--- config.mk ---
export PLATFORM = sky130hd
export DESIGN_NAME = mcdr_top
export DESIGN_NICKNAME = d
export VERILOG_FILES = /design/src/mcdr_pkg.sv /design/src/mcdr_stretch.sv /design/src/mcdr_top.sv
export SDC_FILE = /design/constraint.sdc
export NUM_CORES = 1
export LEC_CHECK = 0
export ABC_AREA = 1
export BUFFER_PORTS_ARGS = -buffer_cell sky130_fd_sc_hd__buf_2
export CORE_UTILIZATION = 45
export CTS_CLUSTER_SIZE = 28
export DETAILED_ROUTE_END_ITERATION = 7
export GPL_TIMING_DRIVEN = 0
export SLEW_MARGIN = 30
export SYNTH_ARGS = -nofsm -noshare
export SYNTH_HDL_FRONTEND = slang
export SYNTH_SLANG_ARGS = --single-unit
--- constraint.sdc ---
create_clock -name clk -period 2 [get_ports clk]
set_input_delay 0 -clock clk [delete_from_list [all_inputs] [get_ports clk]]
set_output_delay 0 -clock clk [all_outputs]
set_load 0.01 [all_outputs]
--- src/mcdr_pkg.sv ---
// Constants and carrier types for the missing-clock detect and reset block.
// Assumes a single 125 MHz system clock; the crystal input is sampled on it.
package mcdr_pkg;

   // System clock period in picoseconds (125 MHz)
   localparam int unsigned CLK_PERIOD_PS   = 8000;

   // Internal fallback oscillator rate the clock mux switches to
   localparam int unsigned INTERNAL_OSCILLATOR_FREQ_MHZ = 10;

   // Longest crystal edge gap tolerated before the clock is judged missing
   localparam int unsigned MISS_TIME_NS    = 1000;
   // Least time rounds up to whole cycles
   localparam int unsigned MISS_CYCLES_INT =
      (MISS_TIME_NS * 1000 + CLK_PERIOD_PS - 1) / CLK_PERIOD_PS;
   localparam int unsigned GAP_W           = 8;
   localparam logic [GAP_W-1:0] MISS_CYCLES = GAP_W'(MISS_CYCLES_INT);

   // Reset stretch length, in crystal clock cycles
   localparam int unsigned STRETCH_W       = 10;
   localparam logic [STRETCH_W-1:0] STRETCH_EDGES = 10'h200;

   // Non-maskable watchdog timeout, system clock cycles (default value)
   localparam int unsigned NONMASKABLE_WATCHDOG_W         = 16;
   localparam int unsigned NONMASKABLE_WATCHDOG_CYCLES    = 65535;

   // Reset values
   localparam logic [GAP_W-1:0]     GAP_RST     = 8'h00;
   localparam logic [STRETCH_W-1:0] STRETCH_RST = 10'h000;
   localparam logic [NONMASKABLE_WATCHDOG_W-1:0]   NONMASKABLE_WATCHDOG_RST   = 16'h0000;

   // Reset requests from the general-purpose watchdogs
   typedef struct packed {
      logic generalWatchdogZero;
      logic generalWatchdogOne;
   } mcdr_wdreq_t;

   // Status seen by the rest of the device
   typedef struct packed {
      logic missingClockFlag;   // sticky, cleared only by sys_rst
      logic clockFailBit;       // non-maskable event flag
      logic useInternalOsc;     // clock mux select
      logic deviceReset;        // stretched reset in progress
   } mcdr_status_t;

endpackage : mcdr_pkg

--- src/mcdr_stretch.sv ---
// Reset stretcher counting crystal clock edges.
// Assumes crystalEdge is a one-cycle pulse per crystal rising edge.
`timescale 1ns/100ps

module mcdr_stretch (
   input  wire logic clk,
   input  wire logic sys_rst,
   input  wire logic ce,
   input  wire logic trigger,
   input  wire logic crystalEdge,
   output logic      active
);

   typedef struct packed {
      logic                               active;
      logic [mcdr_pkg::STRETCH_W-1:0]     count;
   } mcdr_stretch_state_t;

   mcdr_stretch_state_t state_q;
   mcdr_stretch_state_t state_d;

   always_comb begin
      state_d = state_q;
      if (trigger) begin
         // A new request restarts the full stretch
         state_d.active = 1'b1;
         state_d.count  = mcdr_pkg::STRETCH_RST;
      end else if (state_q.active && crystalEdge) begin
         // No crystal edges means the count never advances: reset persists
         if (state_q.count == mcdr_pkg::STRETCH_EDGES - 10'h001) begin
            state_d.active = 1'b0;
            state_d.count  = mcdr_pkg::STRETCH_RST;
         end else begin
            state_d.count = state_q.count + 10'h001;
         end
      end
   end

   always_ff @(posedge clk) begin
      if (sys_rst) begin
         state_q.active <= 1'b0;
         state_q.count  <= mcdr_pkg::STRETCH_RST;
      end else if (ce) begin
         state_q <= state_d;
      end
   end

   assign active = state_q.active;

endmodule : mcdr_stretch

--- src/mcdr_top.sv ---
// Missing crystal clock detection, clock fallback, clock-fail event,
// non-maskable watchdog and crystal-timed reset stretching.
// Assumes the crystal input is sampled as a synchronous level on clk and
// that software acknowledges the clock-fail event by a clear pulse.
// Assumes the crystal runs slower than half the clk rate, else edges are
// lost and a running crystal can be judged missing.
// Holding ce low freezes detection, the event timer and the stretch alike.
`timescale 1ns/100ps

module mcdr_top #(
   parameter int unsigned NONMASKABLE_WATCHDOG_TIMEOUT = mcdr_pkg::NONMASKABLE_WATCHDOG_CYCLES
) (
   input  wire logic                  clk,
   input  wire logic                  sys_rst,
   input  wire logic                  ce,
   input  wire logic                  crystalClockInput,
   input  wire logic                  clockFailClear,
   input  wire mcdr_pkg::mcdr_wdreq_t watchdogReq,
   output mcdr_pkg::mcdr_status_t     status,
   output logic                       nonmaskableReq,
   output logic                       externalResetOut,
   output logic                       externalResetOeN
);

   typedef enum logic [0:0] {
      CRYSTAL_RUN,
      INTERNAL_RUN
   } mcdr_mode_t;

   typedef struct packed {
      mcdr_mode_t                      mode;
      logic                            crystalPrev;
      logic [mcdr_pkg::GAP_W-1:0]      gapCount;
      logic                            missingClockFlag;
      logic                            clockFailBit;
      logic [mcdr_pkg::NONMASKABLE_WATCHDOG_W-1:0]    nmiCount;
      logic                            nmiExpire;
   } mcdr_state_t;

   localparam logic [mcdr_pkg::NONMASKABLE_WATCHDOG_W-1:0] NMI_LAST =
      mcdr_pkg::NONMASKABLE_WATCHDOG_W'(NONMASKABLE_WATCHDOG_TIMEOUT - 1);

   // Next gap count; a crystal rising edge restarts the measure
   function automatic logic [mcdr_pkg::GAP_W-1:0] gap_next(
      input logic                       sawEdge,
      input logic [mcdr_pkg::GAP_W-1:0] count
   );
      logic [mcdr_pkg::GAP_W-1:0] result;
      if (sawEdge) begin
         result = mcdr_pkg::GAP_RST;
      end else begin
         result = count + 8'h01;
      end
      return result;
   endfunction : gap_next

   // Gap reached the miss limit with no crystal edge in this cycle
   function automatic logic gap_expired(
      input logic                       sawEdge,
      input logic [mcdr_pkg::GAP_W-1:0] count
   );
      logic expired;
      expired = !sawEdge && (count == mcdr_pkg::MISS_CYCLES);
      return expired;
   endfunction : gap_expired

   // Last count of the non-maskable watchdog; decides both the expire
   // pulse and the wrap, so the two cannot drift apart
   function automatic logic nmi_due(
      input logic [mcdr_pkg::NONMASKABLE_WATCHDOG_W-1:0] count
   );
      logic due;
      due = (count == NMI_LAST);
      return due;
   endfunction : nmi_due

   // Wrap restarts the count, so an unanswered event keeps firing
   function automatic logic [mcdr_pkg::NONMASKABLE_WATCHDOG_W-1:0] nmi_next(
      input logic [mcdr_pkg::NONMASKABLE_WATCHDOG_W-1:0] count
   );
      logic [mcdr_pkg::NONMASKABLE_WATCHDOG_W-1:0] result;
      if (nmi_due(count)) begin
         result = mcdr_pkg::NONMASKABLE_WATCHDOG_RST;
      end else begin
         result = count + 16'h0001;
      end
      return result;
   endfunction : nmi_next

   // Set wins: a clear in the cycle the bit is raised is dropped, so a
   // stale software clear can never hide a fresh clock failure
   function automatic logic clear_wins(
      input logic clearReq,
      input logic bitNow,
      input logic bitNext
   );
      logic wins;
      wins = clearReq && !(bitNext && !bitNow);
      return wins;
   endfunction : clear_wins

   // Any watchdog source asks for the same stretched reset
   function automatic logic reset_wanted(
      input mcdr_pkg::mcdr_wdreq_t req,
      input logic                  nmiFired
   );
      logic wanted;
      wanted = req.generalWatchdogZero
            || req.generalWatchdogOne
            || nmiFired;
      return wanted;
   endfunction : reset_wanted

   // Fallback select holds until a full reset
   function automatic logic in_fallback(
      input mcdr_mode_t mode
   );
      logic onInternal;
      onInternal = (mode == INTERNAL_RUN);
      return onInternal;
   endfunction : in_fallback

   mcdr_state_t state_q;
   mcdr_state_t state_d;
   logic        crystalEdge;
   logic        stretchTrigger;
   logic        stretchActive;

   assign crystalEdge = crystalClockInput && !state_q.crystalPrev;

   // Every watchdog source shares the crystal-timed stretch
   assign stretchTrigger = reset_wanted(watchdogReq,
                                        state_q.nmiExpire);

   always_comb begin
      state_d             = state_q;
      state_d.crystalPrev = crystalClockInput;
      state_d.nmiExpire   = 1'b0;

      case (state_q.mode)
         CRYSTAL_RUN: begin
            if (gap_expired(crystalEdge, state_q.gapCount)) begin
               // Also fires after reset if the crystal starts slowly
               state_d.mode             = INTERNAL_RUN;
               state_d.missingClockFlag = 1'b1;
               state_d.clockFailBit     = 1'b1;
               state_d.nmiCount         = mcdr_pkg::NONMASKABLE_WATCHDOG_RST;
            end else begin
               state_d.gapCount = gap_next(crystalEdge, state_q.gapCount);
            end
         end
         INTERNAL_RUN: begin
            // Fallback holds until a full reset; a returning crystal is
            // not trusted again without software re-initialising
            state_d.gapCount = mcdr_pkg::GAP_RST;
         end
         default: begin
            state_d.mode = CRYSTAL_RUN;
         end
      endcase

      // Clear loses to a detection in the same cycle
      if (clear_wins(clockFailClear, state_q.clockFailBit,
                     state_d.clockFailBit)) begin
         state_d.clockFailBit = 1'b0;
         state_d.nmiCount     = mcdr_pkg::NONMASKABLE_WATCHDOG_RST;
      end else if (state_q.clockFailBit) begin
         // Timer runs only while the event stands unanswered; its
         // reset request is stretched on the absent crystal
         state_d.nmiExpire = nmi_due(state_q.nmiCount);
         state_d.nmiCount  = nmi_next(state_q.nmiCount);
      end
   end

   always_ff @(posedge clk) begin
      if (sys_rst) begin
         state_q.mode             <= CRYSTAL_RUN;
         // Keeps tracking, so a crystal stuck high shows no edge at release
         state_q.crystalPrev      <= crystalClockInput;
         state_q.gapCount         <= mcdr_pkg::GAP_RST;
         state_q.missingClockFlag <= 1'b0;
         state_q.clockFailBit     <= 1'b0;
         state_q.nmiCount         <= mcdr_pkg::NONMASKABLE_WATCHDOG_RST;
         state_q.nmiExpire        <= 1'b0;
      end else if (ce) begin
         state_q <= state_d;
      end
   end

   mcdr_stretch u_stretch (
      .clk         (clk),
      .sys_rst     (sys_rst),
      .ce          (ce),
      .trigger     (stretchTrigger),
      .crystalEdge (crystalEdge),
      .active      (stretchActive)
   );

   assign status.missingClockFlag = state_q.missingClockFlag;
   assign status.clockFailBit     = state_q.clockFailBit;
   assign status.useInternalOsc   = in_fallback(state_q.mode);
   assign status.deviceReset      = stretchActive;

   assign nonmaskableReq = state_q.clockFailBit;

   // Open-drain reset pin: pulled low only while stretching
   assign externalResetOut = 1'b0;
   assign externalResetOeN = !stretchActive;

endmodule : mcdr_top

Word-level counts from Yosys, hierarchy flattened --
Index checks and enable logic that the tools add are counted.
Operators by class: $add $sub $neg 3, eq/ne operators 5, multiplexer cells 18, bitwise operators 1, reduce and logical (&&, ||, !) cells 21
Operators with widths (count):
- 2-to-1 mux 28 bit | 2
- 2-to-1 mux 18 bit | 2
- 2-to-1 mux 16 bit | 2
- 2-to-1 mux 11 bit | 2
- 2-to-1 mux 17 bit | 1
- adder 16 x 1 -> 16 bit (second input constant) | 1
- equality test 16 bit (second input constant) | 1
- 2-to-1 mux 8 bit | 2
- one-hot mux 8 bit (2 select lines) | 1
- adder 10 x 1 -> 10 bit (second input constant) | 1
- equality test 10 x 9 -> 1 bit (second input constant) | 1
- 2-to-1 mux 10 bit | 1
- AND reduction 3 bit | 3
- adder 8 x 1 -> 8 bit (second input constant) | 1
- equality test 8 x 7 -> 1 bit (second input constant) | 1
- nonzero test 2 bit | 3
- logical AND 1 bit | 5
- zero test 1 bit | 5
- 2-to-1 mux 1 bit | 5
- AND reduction 2 bit | 2
- inequality test 3 x 2 -> 1 bit (second input constant) | 1
- nonzero test 3 bit | 1
- logical OR 1 bit | 2
- inequality test 2 bit (second input constant) | 1
- inverter 1 bit | 1
Word-level totals: bits in registers 40, input port bits 7, output and inout port bits 7, logic and storage cells 57

Depth between registers and ports, before layout --
depth in word-level cells 12, depth in mapped cells 12, gate-level depth less buffers 11

By module --
A second synthesis with hierarchy kept.
Unflattened totals: cell total of the unflattened synthesis 324, area, all modules 2353.5 um2
By module, submodules not included:
- mcdr_top | times used 1, cells an instance 244, area an instance 1711.6 um2, seq. area each 590.6 um2
- mcdr_stretch | times used 1, cells an instance 80, area an instance 641.9 um2, seq. area each 220.2 um2

Worst setup path after synthesis --
No wires, ideal clock.
kind reg-to-reg, start point reg state_q[19] in the netlist's numbering, end point reg state_q[12] in the netlist's numbering, library setup time 0.117 ns, arrival time 1.281 ns, required time 1.883 ns, path slack 0.602 ns, cell stages (with the launch flop) 10, path buffers 1, clock period less this slack 1.398 ns, cells stage by stage dfxtp_1 > ha_1 > nand2_1 > nor2_4 > nand4_2 > nand2_2 > buf_6 > nand2_1 > nand2_2 > nor2_1
Between the ends: longest elaborated chain between the ends 9, elaborated cells on any way between the ends 11, those cells by class eq/ne: 2; mux: 3; reduce/logical: 6
Ends and longest elaborated chain:
- start, declared | line mcdr_top.sv:123 | mcdr_state_t state_q;
- start signal, assigned | line mcdr_top.sv:186 | state_q <= state_d;
- equality test 8 x 7 -> 1 bit * | line mcdr_top.sv:63 | expired = !sawEdge && (count == mcdr_pkg::MISS_CYCLES);
- logical AND 1 bit * | line mcdr_top.sv:63
- 2-to-1 mux 18 bit | line mcdr_top.sv:142 | if (gap_expired(crystalEdge, state_q.gapCount)) begin
- 2-to-1 mux 18 bit | line mcdr_top.sv:140 | case (state_q.mode)
- logical AND 1 bit | line mcdr_top.sv:98 | wins = clearReq && !(bitNext && !bitNow);
- zero test 1 bit | line mcdr_top.sv:98
- logical AND 1 bit | line mcdr_top.sv:98
- inequality test 3 x 2 -> 1 bit (no source line) or nonzero test 3 bit (tied branches)
- AND reduction 3 bit (no source line)
Mark *: on every way between the ends. The rest lies on a longest branch, timed or not. The select of a mux whose other input is x is not followed. A chain may end at the register's enable or synchronous reset.

Worst setup path after layout --
start point reg state_q[19] in the netlist's numbering, end point reg state_q[13] in the netlist's numbering
Same word-level chain as after synthesis.

==> results.json <==
{
  "crit_arrival_ns": 1.84,
  "ff_latch_area_um2": 810.8,
  "cp.required_ns": 2.18,
  "final_antenna_net_count": 0,
  "multi_input_area_um2": 1192,
  "path_cells": "ha_1 > nand2_1 > nor2_4 > nand4_2 > nand2_2 > buf_6 > nand2_1 > nand2_2 > nor2_1",
  "outcome": "complete, no violations",
  "worst_pin_slew_ns": 0.4988,
  "min_path_type": "input pin to register",
  "power_mw": 1.669,
  "max_cap_viol_count": 0,
  "fp-row-count": 25,
  "drt-total-wl_um": 4593,
  "vias": 2056,
  "grt_pass1_vias": 1827,
  "diodes": 0,
  "grt_antenna_before_repair": 0,
  "worstPathMaxFanout": 10,
  "setup_viol": 0,
  "drt_pass1_iterations": 4,
  "die-area_um2": 5309,
  "grt_max_degree": 13,
  "drv_slew": 0,
  "syn_to_final_growth_pct": 11.52,
  "critical_path_class": "register to register",
  "dp_hpwl_um": 3429,
  "nets": 377,
  "dpl_worst_slack_ns": 0.3249,
  "fillCellCount": 522,
  "coreArea_um2": 4786,
  "start_util_pct": 47.22,
  "cts.repair.resized": 0,
  "max_freq_mhz": 600.0,
  "synth_edf_count": 1,
  "postCtsSetupBuffers": 0,
  "leakage_nw": 1.004,
  "ys_types": 31,
  "crit_path_start_kind": "register",
  "drive_gt1_share_pct": 12.30,
  "holdBufCountCts": 0,
  "power_density_nw_per_um2": 662.2,
  "overflow": 0,
  "syn_area_um2": 2260,
  "rsz0062_at_grt": "false",
  "die_w_um": 72.86,
  "syn_inst": 348,
  "path_clk_slew_ns": 0.08,
  "slew-limit-headroom_pct": 66.53,
  "period_needed_ns": 1.667,
  "grt_pass1_wl_um": 8093,
  "fp.dieH_um": 72.86,
  "place_congestion": 0.7918,
  "ios": 14,
  "ctsLongestPathBuffers": 2,
  "synth_top_cell_by_area": "dfxtp_1",
  "cts-root-buf": "clkbuf_8",
  "fin_setup_tns_ns": 0,
  "ys.flop_type": "dfxtp_1",
  "placement.io_buffers": 10,
  "syn-num-nets": 360,
  "cts_sinks": 40,
  "wl_per_cell_um": 10.61,
  "htree_levels": 2,
  "hold_viol": 0,
  "netlist.area_leader.share_pct": 34.55,
  "cts_tree": "built",
  "drc": 0,
  "max_stage_delay_ns": 0.45,
  "synth_seq_area_share_pct": 35.88,
  "final.setup.worst_slack_ns": 0.3334,
  "drt_iter0_drc": 101,
  "clkLatencyLatePin_ns": 0.29,
  "avgSynthCellArea_um2": 6.493,
  "synthTopCellsByArea": "dfxtp_1, nand2_1, nor2_1",
  "slowest_stage": "dfxtp_1",
  "period_share_pct": 83.33,
  "finalClockSkew_ns": 0.007499,
  "async_flop_share_pct": 0,
  "track_usage_pct": 19.19,
  "end_kind": "register",
  "ys_warn_count": 0,
  "cts-buffers-inserted": 5,
  "vdd.ir_drop.worst_uv": 373.7,
  "detail_route.vias_per_cell": 4.748,
  "ys_ff_latch": 40
}
## cells in the final DEF, fill, tap and decap left out, types with 2 or more instances in the layout
| master | count |
|---|---|
| nand3_1 | 24 |
| buf_2 | 11 |
| nand2_1 | 96 |
| buf_4 | 8 |
| o21bai_1 | 2 |
| nand4_1 | 11 |
| inv_1 | 42 |
| ha_1 | 5 |
| nor2_4 | 2 |
| nor2_1 | 58 |
| o22ai_1 | 2 |
| o21ai_0 | 2 |
| nor3_1 | 9 |
| nor2_2 | 2 |
| buf_6 | 2 |
| dfxtp_1 | 39 |
| a21oi_1 | 19 |
| clkbuf_8 | 7 |
| nand4_2 | 2 |
| o21a_1 | 2 |
| a21oi_2 | 2 |
| o21ai_1 | 3 |
| xor2_1 | 2 |
| inv_2 | 2 |
| nand2_2 | 4 |
## flip-flops by register name (all words and copies together) (netlist names)
signal,flops
u_stretch.active,1
u_stretch.state_q,10
status,2
state_q,26
nonmaskableReq,1
## critical path: cells and delay by family (launching register included)
family / cells / cell delay (ns)
buffers and inverters: 1 / 0.15
flip-flops: 1 / 0.45
adder cells (fa/ha/maj): 1 / 0.18
AND/OR/NAND/NOR: 7 / 0.77
## Yosys cell counts, types with 2 or more instances
cell type	instances
nand2_1	96
nor2_1	58
inv_1	42
dfxtp_1	39
nand3_1	24
a21oi_1	19
nand4_1	11
nor3_1	9
buf_4	8
ha_1	5
nand2_2	4
o21ai_1	3
a21oi_2	2
buf_6	2
inv_2	2
nand4_2	2
nor2_2	2
nor2_4	2
o21a_1	2
o21ai_0	2
o21bai_1	2
o22ai_1	2
xor2_1	2
## stage by stage
stage / hold WS [ns] / std cells / util (%) / instance area, um^2
final: 0.03569 / 433 / 52.65 / 2520
after global routing: 0.03288 / 433 / 52.65 / 2520
after CTS: 0.03152 / 433 / 52.65 / 2520
after floorplan: 0.1866 / 348 / - / 2260
after detailed placement: 0.3372 / 425 / 50.01 / 2394
after global placement: 0.3306 / 425 / 50.01 / 2394
## cell type report
type                    count  share of cell area (%)
multi-input cells         252                   47.32
inverters                  44                   6.554
clock inverters             1                   1.192
clock buffers               7                   3.823
plain buffers              12                   3.625
flip-flops and latches     40                   32.17
well taps                  67                   3.327
repair buffers             10                   1.986
## cell families (layout without fill, tap and decap cells)
| kind of cell | Yosys count | in the layout | synth area share (%) |
|---|---|---|---|
| other cells | 1 | 1 | 0.1660 |
| simple gates | 211 | 211 | 40.75 |
| buf+inv | 56 | 74 | 11.35 |
| fa+ha+maj | 5 | 5 | 2.769 |
| flops | 40 | 40 | 35.88 |
| xor+xnor | 2 | 2 | 0.7753 |
| compound gates | 33 | 33 | 8.305 |
## final timing paths
| check | from | slack (ns) | cells after the start | endpoint |
|---|---|---|---|---|
| hold / removal | ce | 0.04 | 3 | state_q[0] |
| setup / recovery | state_q[19] | 0.33 | 9 | state_q[13] |
| setup reg to reg | state_q[19] | 0.33 | 9 | state_q[13] |
| hold reg to reg | u_stretch.state_q[5] | 0.45 | 2 | u_stretch.state_q[5] |
## report_power, final
group	total [mW]	switching (mW)	internal [mW]
Clock	0.719	0.278	0.440
Combinational	0.128	0.0858	0.0426
Sequential	0.822	0.0106	0.811
## per-layer routing
layer	global-route usage [%]	vias to the layer above	wire, um
met5	0	-	0
met3	2.901	5	115
li1	-	1130	-
met1	26.26	897	2338
met2	30.84	24	2087
met4	6.536	0	53
No activity file was read; power rests on OpenSTA's default activity.
